<file path="src/common/nbx_cfg.svh">
// Constants for the nibble core arithmetic and transfer-of-control executor
// Assumes inclusion by the package and by the stack and executor design files
`ifndef NBX_CFG_SVH
`define NBX_CFG_SVH
`define NBX_OP_ZERO_ACC 8'h00
`define NBX_OP_CSUM_SKIP 8'h10
`define NBX_OP_XOR 8'h02
`define NBX_OP_SET_CARRY 8'h22
`define NBX_OP_SUM_CSKIP 8'h30
`define NBX_OP_ADD 8'h31
`define NBX_OP_CLR_CARRY 8'h32
`define NBX_OP_COMP 8'h40
`define NBX_OP_NOP 8'h44
`define NBX_OP_POP 8'h48
`define NBX_OP_POP_SKIP 8'h49
`define NBX_OP_PLUS_TEN 8'h4a
`define NBX_OP_IND_JUMP 8'hff
`define NBX_HI_IMM 4'h5
`define NBX_HI_LONG 4'h6
`define NBX_LONG_JUMP_SEL 2'h0
`define NBX_LONG_CALL_SEL 2'h2
`define NBX_TEN 4'ha
`define NBX_CALL_PAGE 4'h2
`define NBX_PC_RESET 10'h000
`define NBX_ACC_RESET 4'h0
`define NBX_PTR_RESET 6'h00
`define NBX_PC_ONE 10'h001
`define NBX_SUB_PAGES 3'h1
`define NBX_IMM_NONE 4'h0
`endif

</file>
<file path="src/common/nbx_pkg.sv">
// Types shared by the nibble core executor files
// Assumes nbx_cfg.svh is on the include path
`include "nbx_cfg.svh"
package nbx_pkg;
	typedef enum logic [1:0]
	{
		NBX_EXEC = 2'h0,
		NBX_SECOND = 2'h1,
		NBX_IND_WAIT = 2'h2
	} nbx_state_t;
	typedef struct packed
	{
		logic [3:0] sum;
		logic carry;
	} nbx_sum_t;
	typedef struct packed
	{
		logic [1:0] ram_row_select;
		logic [3:0] ram_digit_select;
	} nbx_ptr_t;
endpackage

</file>
<file path="src/logic/nbx_adder.sv">
// Four-bit adder with carry in and carry out
// Assumes purely combinational use by the executor
`timescale 1ns/1ps
`default_nettype none
module nbx_adder
	import nbx_pkg::*;
(
	input wire logic [3:0] a,
	input wire logic [3:0] b,
	input wire logic cin,
	output nbx_sum_t res
);
	logic [4:0] full;
	// Modulo sixteen sum, carry means total above fifteen
	assign full = {1'b0, a} + {1'b0, b} + {4'h0, cin};
	assign res = {full[3:0], full[4]};
endmodule
`default_nettype wire

</file>
<file path="src/logic/nbx_stack.sv">
// Three-level return stack of ten-bit program addresses
// Assumes push and pop never asserted together
`timescale 1ns/1ps
`default_nettype none
`include "nbx_cfg.svh"
module nbx_stack
	import nbx_pkg::*;
(
	input wire logic clock,
	input wire logic reset_n,
	input wire logic push,
	input wire logic pop,
	input wire logic [9:0] push_addr,
	output logic [9:0] top
);
	logic [9:0] return_stack_top_ff;
	logic [9:0] return_stack_mid_ff;
	logic [9:0] return_stack_bottom_ff;
	// Push shifts down and drops bottom, pop shifts up
	always_ff @(posedge clock or negedge reset_n)
	begin
		if (!reset_n)
		begin
			return_stack_top_ff <= `NBX_PC_RESET;
			return_stack_mid_ff <= `NBX_PC_RESET;
			return_stack_bottom_ff <= `NBX_PC_RESET;
		end
		else if (push)
		begin
			return_stack_top_ff <= push_addr;
			return_stack_mid_ff <= return_stack_top_ff;
			return_stack_bottom_ff <= return_stack_mid_ff;
		end
		else if (pop)
		begin
			return_stack_top_ff <= return_stack_mid_ff;
			return_stack_mid_ff <= return_stack_bottom_ff;
		end
	end
	assign top = return_stack_top_ff;
endmodule
`default_nettype wire

</file>
<file path="src/logic/nbx_exec.sv">
// Executor for arithmetic and transfer-of-control opcodes of a nibble core
// Assumes ROM and RAM answer combinationally in the same cycle
// Functional notes
// - sum_carry_skip adds A, carry, RAM; skip
// - Add, plus_ten, complement touch only A
// - plus_immediate_skip adds y, skips, carry kept
// - complement_sum_skip: not A plus RAM plus carry
// - Exclusive-or replaces A, no skip
// - clear_carry, set_carry_flag, no-op never skip
// - indirect_jump loads PC low byte from ROM
// - long_jump two bytes, full ten-bit target
// - page_jump seven or six low bits
// - call_page_two pushes, page 0010, six bits
// - long_call pushes incremented PC, full target
// - Push shifts stack down, bottom lost
// - pop_and_resume pops stack into PC
// - pop_resume_skip pops then always skips
// - Six-bit RAM pointer: row and digit
// - Ten-bit PC, four-bit A and RAM
// - Reset clears PC, A, pointer, carry
`timescale 1ns/1ps
`default_nettype none
`include "nbx_cfg.svh"
module nbx_exec
	import nbx_pkg::*;
(
	input wire logic clock,
	input wire logic reset_n,
	output logic [9:0] rom_addr,
	input wire logic [7:0] rom_data,
	output nbx_ptr_t ram_ptr,
	input wire logic [3:0] ram_data,
	output logic [9:0] program_counter,
	output logic [3:0] acc,
	output logic carry,
	output logic skip_pending
);
	// ===========================================================
	// State and datapath signals
	nbx_state_t state_ff;
	nbx_state_t nxt_state;
	logic [9:0] program_counter_ff;
	logic [9:0] nxt_program_counter;
	logic [3:0] acc_ff;
	logic [3:0] nxt_acc;
	logic carry_ff;
	logic nxt_carry;
	logic skip_ff;
	logic nxt_skip;
	nbx_ptr_t ptr_ff;
	logic [7:0] first_ff;
	logic [7:0] nxt_first;
	logic squash_ff;
	logic nxt_squash;
	logic push;
	logic pop;
	logic [9:0] stack_top;
	logic [9:0] pc_inc;
	logic [3:0] add_a;
	logic [3:0] add_b;
	logic add_cin;
	nbx_sum_t add_res;
	logic [7:0] op;
	logic live;
	assign pc_inc = program_counter_ff + `NBX_PC_ONE;
	assign op = rom_data;
	assign live = !skip_ff;
	// ===========================================================
	// Shared adder
	nbx_adder u_adder
	(
		.a(add_a),
		.b(add_b),
		.cin(add_cin),
		.res(add_res)
	);
	// Operand selection for the adder
	always_comb
	begin
		add_a = acc_ff;
		add_b = ram_data;
		add_cin = 1'b0;
		if (op == `NBX_OP_SUM_CSKIP)
			add_cin = carry_ff;
		else if (op == `NBX_OP_CSUM_SKIP)
		begin
			add_a = ~acc_ff;
			add_cin = carry_ff;
		end
		else if (op == `NBX_OP_PLUS_TEN)
			add_b = `NBX_TEN;
		else if (op[7:4] == `NBX_HI_IMM)
			add_b = op[3:0];
	end
	// ===========================================================
	// Return stack
	nbx_stack u_stack
	(
		.clock(clock),
		.reset_n(reset_n),
		.push(push),
		.pop(pop),
		.push_addr(pc_inc),
		.top(stack_top)
	);
	// ===========================================================
	// Decode and next-state logic
	always_comb
	begin
		nxt_state = state_ff;
		nxt_program_counter = pc_inc;
		nxt_acc = acc_ff;
		nxt_carry = carry_ff;
		nxt_skip = 1'b0;
		nxt_first = first_ff;
		nxt_squash = squash_ff;
		push = 1'b0;
		pop = 1'b0;
		unique case (state_ff)
			NBX_EXEC:
			begin
				if (op[7:4] == `NBX_HI_LONG &&
					(op[3:2] == `NBX_LONG_JUMP_SEL ||
					op[3:2] == `NBX_LONG_CALL_SEL))
				begin
					// Two-byte opcode, operand byte follows
					nxt_first = op;
					nxt_squash = skip_ff;
					nxt_state = NBX_SECOND;
				end
				else if (op == `NBX_OP_IND_JUMP)
				begin
					nxt_squash = skip_ff;
					if (live)
						nxt_state = NBX_IND_WAIT;
				end
				else if (live)
				begin
					if (op == `NBX_OP_SUM_CSKIP ||
						op == `NBX_OP_CSUM_SKIP)
					begin
						nxt_acc = add_res.sum;
						nxt_carry = add_res.carry;
						nxt_skip = add_res.carry;
					end
					else if (op == `NBX_OP_ADD ||
						op == `NBX_OP_PLUS_TEN)
						nxt_acc = add_res.sum;
					else if (op == `NBX_OP_COMP)
						nxt_acc = ~acc_ff;
					else if (op == `NBX_OP_ZERO_ACC)
						nxt_acc = `NBX_ACC_RESET;
					else if (op[7:4] == `NBX_HI_IMM &&
						op[3:0] != `NBX_IMM_NONE)
					begin
						nxt_acc = add_res.sum;
						nxt_skip = add_res.carry;
					end
					else if (op == `NBX_OP_XOR)
						nxt_acc = acc_ff ^ ram_data;
					else if (op == `NBX_OP_CLR_CARRY)
						nxt_carry = 1'b0;
					else if (op == `NBX_OP_SET_CARRY)
						nxt_carry = 1'b1;
					else if (op == `NBX_OP_POP ||
						op == `NBX_OP_POP_SKIP)
					begin
						pop = 1'b1;
						nxt_program_counter = stack_top;
						nxt_skip = op[0];
					end
					else if (op[7])
					begin
						if (op[6] == 1'b0 &&
							program_counter_ff[9:7] == `NBX_SUB_PAGES)
						begin
							// Pages 2 and 3 take page_jump instead
							nxt_program_counter = {program_counter_ff[9:7],
								op[6:0]};
						end
						else if (op[6] == 1'b0)
						begin
							push = 1'b1;
							nxt_program_counter = {`NBX_CALL_PAGE, op[5:0]};
						end
						else if (program_counter_ff[9:7] == `NBX_SUB_PAGES)
							nxt_program_counter = {program_counter_ff[9:7],
								op[6:0]};
						else
							nxt_program_counter = {program_counter_ff[9:6],
								op[5:0]};
					end
				end
			end
			NBX_SECOND:
			begin
				nxt_state = NBX_EXEC;
				if (!squash_ff)
				begin
					nxt_program_counter = {first_ff[1:0], op};
					push = (first_ff[3:2] == `NBX_LONG_CALL_SEL);
				end
			end
			NBX_IND_WAIT:
			begin
				nxt_state = NBX_EXEC;
				nxt_program_counter = {program_counter_ff[9:8], op};
			end
			default:
				nxt_state = NBX_EXEC;
		endcase
	end
	// ROM address: indirect table lookup uses A and RAM
	always_comb
	begin
		if (state_ff == NBX_IND_WAIT)
			rom_addr = {program_counter_ff[9:8], acc_ff, ram_data};
		else
			rom_addr = program_counter_ff;
	end
	// ===========================================================
	// Sequencer state and program counter
	always_ff @(posedge clock or negedge reset_n)
	begin
		if (!reset_n)
		begin
			state_ff <= NBX_EXEC;
			program_counter_ff <= `NBX_PC_RESET;
			first_ff <= 8'h00;
			squash_ff <= 1'b0;
		end
		else
		begin
			state_ff <= nxt_state;
			first_ff <= nxt_first;
			squash_ff <= nxt_squash;
			if (state_ff == NBX_IND_WAIT || nxt_state != NBX_IND_WAIT)
				program_counter_ff <= nxt_program_counter;
		end
	end
	// Accumulator, carry and skip flag
	always_ff @(posedge clock or negedge reset_n)
	begin
		if (!reset_n)
		begin
			acc_ff <= `NBX_ACC_RESET;
			carry_ff <= 1'b0;
			skip_ff <= 1'b0;
		end
		else
		begin
			acc_ff <= nxt_acc;
			carry_ff <= nxt_carry;
			if (state_ff == NBX_EXEC)
				skip_ff <= nxt_skip;
		end
	end
	// RAM pointer, held since no opcode here writes it
	always_ff @(posedge clock or negedge reset_n)
	begin
		if (!reset_n)
			ptr_ff <= `NBX_PTR_RESET;
		else
			ptr_ff <= ptr_ff;
	end
	assign ram_ptr = ptr_ff;
	assign program_counter = program_counter_ff;
	assign acc = acc_ff;
	assign carry = carry_ff;
	assign skip_pending = skip_ff;
	// ===========================================================
	// Checks
	property p_sum_skip;
		@(posedge clock) disable iff (!reset_n)
		(state_ff == NBX_EXEC && live && op == `NBX_OP_SUM_CSKIP)
		|=> (skip_ff == $past(add_res.carry) && carry_ff == skip_ff);
	endproperty
	a_sum_skip: assert property (p_sum_skip) else $error("sum skip bad");
	property p_imm_keeps_carry;
		@(posedge clock) disable iff (!reset_n)
		(state_ff == NBX_EXEC && live && op[7:4] == `NBX_HI_IMM)
		|=> $stable(carry_ff);
	endproperty
	a_imm_keeps_carry: assert property (p_imm_keeps_carry) else $error("imm carry");
	property p_xor;
		@(posedge clock) disable iff (!reset_n)
		(state_ff == NBX_EXEC && live && op == `NBX_OP_XOR)
		|=> acc_ff == ($past(acc_ff) ^ $past(ram_data)) && !skip_ff;
	endproperty
	a_xor: assert property (p_xor) else $error("xor result");
	property p_set_carry;
		@(posedge clock) disable iff (!reset_n)
		(state_ff == NBX_EXEC && live && op == `NBX_OP_SET_CARRY)
		|=> carry_ff && !skip_ff;
	endproperty
	a_set_carry: assert property (p_set_carry) else $error("set carry");
	property p_pop_skip;
		@(posedge clock) disable iff (!reset_n)
		(state_ff == NBX_EXEC && live && op == `NBX_OP_POP_SKIP)
		|=> skip_ff && program_counter_ff == $past(stack_top);
	endproperty
	a_pop_skip: assert property (p_pop_skip) else $error("pop skip");
	property p_long_target;
		@(posedge clock) disable iff (!reset_n)
		(state_ff == NBX_SECOND && !squash_ff)
		|=> program_counter_ff == {$past(first_ff[1:0]), $past(op)};
	endproperty
	a_long_target: assert property (p_long_target) else $error("long target");
	property p_call_page;
		@(posedge clock) disable iff (!reset_n)
		(state_ff == NBX_EXEC && live && op[7:6] == 2'h2 &&
		program_counter_ff[9:7] != `NBX_SUB_PAGES)
		|=> program_counter_ff[9:6] == `NBX_CALL_PAGE && stack_top == $past(pc_inc);
	endproperty
	a_call_page: assert property (p_call_page) else $error("call page");
	property p_skip_inert;
		@(posedge clock) disable iff (!reset_n)
		(state_ff == NBX_EXEC && skip_ff && op[7:4] != `NBX_HI_LONG)
		|=> $stable(acc_ff) && $stable(carry_ff);
	endproperty
	a_skip_inert: assert property (p_skip_inert) else $error("skip acted");
endmodule
`default_nettype wire

</file>
<file path="config.mk">
export PLATFORM = sky130hd
export DESIGN_NAME = nbx_exec
export DESIGN_NICKNAME = d
export VERILOG_FILES = /design/src/common/nbx_pkg.sv /design/src/logic/nbx_adder.sv /design/src/logic/nbx_stack.sv /design/src/logic/nbx_exec.sv
export VERILOG_INCLUDE_DIRS = /design/src /design/src/common
export SDC_FILE = /design/constraint.sdc
export NUM_CORES = 1
export LEC_CHECK = 0
export ABC_AREA = 1
export BUFFER_PORTS_ARGS = -buffer_cell sky130_fd_sc_hd__buf_2
export CAP_MARGIN = 20
export CORE_MARGIN = 10
export CORE_UTILIZATION = 23
export CTS_BUF_LIST = sky130_fd_sc_hd__clkbuf_8
export DETAILED_ROUTE_END_ITERATION = 8
export PLACE_DENSITY = 0.4
export SLEW_MARGIN = 20
export SYNTH_ARGS = -nofsm -noshare
export SYNTH_HDL_FRONTEND = slang
export SYNTH_SLANG_ARGS = --single-unit
</file>
<file path="constraint.sdc">
create_clock -name clock -period 4.1 [get_ports clock]
set_input_delay 0.82 -clock clock [delete_from_list [all_inputs] [get_ports clock]]
set_output_delay 0.82 -clock clock [all_outputs]
set_load 0.01 [all_outputs]
</file>
==> key figures <==
Run status
  • Outcome: finished, final reports clean

Clocking
  • Max clock buf depth: 2
  • H-Tree Depth: 2
  • Worst-path clk slew: 0.12 ns
  • Total CTS buffers: 5
  • Resize count post-CTS: 0
  • Hold Buf Count CTS: 0
  • Root Driver: clkbuf_8
  • Post-CTS setup buffer count: 0
  • CTS tree: done
  • Clock sink total: 53
  • Clk_lat worst skew: 0.34 ns

Detailed routing
  • Total vias in the final route: 4054
  • # DRC: 0
  • DRT antenna net count: 0
  • Routed via count divided by cell count: 4.72
  • First-pass DRT Iterations: 5
  • DR WL/cell: 17.1 µm
  • Drt first-iter violations: 365
  • Routed Wire Length: 14700 µm

Logic synthesis
  • Simple-gate share of the synthesized area: 0.366
  • Post-synthesis compound-gate area fraction: 0.164
  • Post-synthesis xor/xnor area fraction: 0.0295
  • Post-Syn Area: 4160 µm²
  • Mux cell area share after synthesis: 0
  • Post-synthesis sequential area ratio: 0.319
  • Synth Register Bits: 53
  • Number of library cell types mapped by synthesis: 47
  • Adder-cell share of the synthesized area: 0.0217
  • Largest family of logic cells by synthesized area: simple AND/OR/NAND/NOR gates
  • Mean post-synth cell area: 6.97 µm²
  • Synth Warn #: 0
  • Mapped Cells: 597

STA
  • Clock Skews: 0.0160 ns
  • Minimum clock period: 3.22 ns
  • RSZ-0062 raised after global routing: no
  • Worst-Margin Slew: 0.680 ns
  • Final setup viols: 0
  • Final slew viol count: 0
  • Fmax: 311 MHz
  • TNS Setup: 0 ns
  • Slew HR: 0.545
  • Final count of hold timing violations: 0
  • Final period utilization: 0.785

Floorplan
  • Rows: 49
  • Starting Density: 0.232
  • Top-Level Pins: 46
  • Vert. Die Dim: 154 µm
  • Die X: 154 µm
  • Core area: 17900 µm²
  • Full die area: 23900 µm²

Layout
  • Area of the multi-input gates: 2440 µm²
  • Nets: 649
  • Fraction of layout cells with a size suffix above 1: 0.187
  • Area grow syn2layout: 11.3%
  • Commonest non-fill, non-tap cell in the layout: nand2_1
  • Most frequent cells in the layout: nand2_1 (186), nor2_1 (59), inv_1 (53), dfrtp_1 (53), buf_2 (39)
  • # fillers: 2015
  • Number of diodes: 0
  • Final core occ: 0.258
  • Reg area: 1330 µm²

Job
  • Maxcap violations: 0

Power
  • Pwr/cell area: 477 nW/µm²
  • Peak supply drop: 0.212 mV
  • Static Leak: 2.30 nW

Global routing
  • Largest net degree at the start of global routing: 30
  • Vias in the first global route: 3973
  • First-pass GRT wire length: 22800 µm
  • Initial antenna violation count: 0
  • Grt total ovfl: 0
  • Global Route Usage Sum: 0.120

Worst hold path
  • Hold/Removal Path Class: primary input to asynchronous set/reset pin

Worst setup path
  • CP Launch Type: primary input
  • Buf+Inv Stages, Crit Path: 2
  • Crit path required time: 4.38 ns
  • CP Cell Sequence: buf_2 -> nor2_1 -> nand2_2 -> nor2_2 -> nand2_1 -> xor2_1 -> fa_1 -> inv_1 -> fa_1 -> a21oi_1 -> o21ai_0 -> o21ai_0 -> o21ai_0 -> o21ai_1
  • Arrival time of the worst setup path: 3.50 ns
  • Most frequent CP cell: o21ai_0
  • CP peak stage delay: 0.45 ns
  • Critical path endpoint category: flop
  • CP delay by family, top: adder cells
  • Kind of critical path: primary input to flop
  • Crit path max fanout: 6
  • Slowest stage cell on the critical path: fa_1

Placed design
  • Final GP Congestion: 0.900
  • PortBufs: 39
  • Dpl hpwl: 11500 µm
[final timing paths]
path                                                    from                                end  slack [ns]  cells past startpoint
max                                              rom_data[2]                             acc[1]        0.88                     14
min                                                  reset_n  u_stack.return_stack_bottom_ff[4]        0.47                      1
max reg2reg                                      state_ff[1]     u_stack.return_stack_mid_ff[6]        1.33                     10
min reg2reg                u_stack.return_stack_bottom_ff[6]  u_stack.return_stack_bottom_ff[6]        0.47                      2
max in group asynchronous                            reset_n                 program_counter[4]        2.76                      2
min in group clock         u_stack.return_stack_bottom_ff[6]  u_stack.return_stack_bottom_ff[6]        0.47                      2
[state kept, by name, summed over array words and instances, names as in the netlist]
register	count
program_counter	10
u_stack.return_stack_bottom_ff	10
u_stack.return_stack_mid_ff	10
u_stack.top	10
acc	4
first_ff	4
state_ff	2
carry	1
skip_pending	1
squash_ff	1
[per-stage QoR]
stage	total power, mW	hold slack (ns)	worst slack, ns	std cells	cell area, µm²
global route	2.39	0.502	0.679	859	4630
detailed placement	1.88	0.451	0.500	851	4530
floorplan	1.54	0.431	0.952	602	4180
CTS	2.24	0.477	0.870	859	4630
global placement	1.87	0.445	0.564	851	4530
finish	2.21	0.467	0.880	859	4630
[synthesized netlist by cell type, drive strengths merged]
cell,count,area [µm²]
nand2,207,865
nor2,74,368
inv,66,250
dfrtp,53,1330
o21ai,46,238
nand3,30,170
a21oi,24,124
buf,18,141
nand4,11,75.1
xor2,11,96.3
o221ai,10,119
o211ai,6,65.1
clkbuf,5,18.8
nor3,5,30.0
a22oi,4,30.0
ha,4,50.1
a211oi,3,22.5
a221oi,3,26.3
a31oi,3,18.8
xnor2,3,26.3
fa,2,40.0
o22ai,2,12.5
a21o,1,7.51
a32oi,1,8.76
and3,1,6.26
clkinv,1,3.75
conb,1,3.75
nand3b,1,7.51
o32ai,1,8.76
[cells by family (layout without fill, tap and decap cells)]
family | Yosys count | after routing
and+or+nand+nor | 329 | 329
buffers and inverters | 90 | 118
DFF | 53 | 53
other | 1 | 6
AOI/OAI and AO/OA | 104 | 104
xor gates and xnor gates | 14 | 14
adders and majority gates | 6 | 6
[routing by layer]
| metal | track usage | vias up | wire [µm] |
|---|---|---|---|
| met1 | 0.149 | 1929 | 6570 |
| li1 | - | 1992 | - |
| met2 | 0.197 | 105 | 6970 |
| met4 | 0.0490 | 0 | 506 |
| met3 | 0.0255 | 28 | 680 |
| met5 | 0 | - | 0 |
[layout make-up]
cell class | count | share of cell area
clock inverters | 3 | 0.00622
multi-input cells | 459 | 0.527
flip-flops and latches | 53 | 0.287
repair buffers | 43 | 0.0487
well taps | 229 | 0.0619
clock buffers | 5 | 0.0149
inverters | 67 | 0.0549
[power breakdown]
part / internal (mW) / switching, mW / total [mW]
Combinational: 0.349 / 0.622 / 0.972
Sequential: 0.719 / 0.169 / 0.888
Clock: 0.129 / 0.218 / 0.346
No activity file was read; power rests on OpenSTA's default activity.
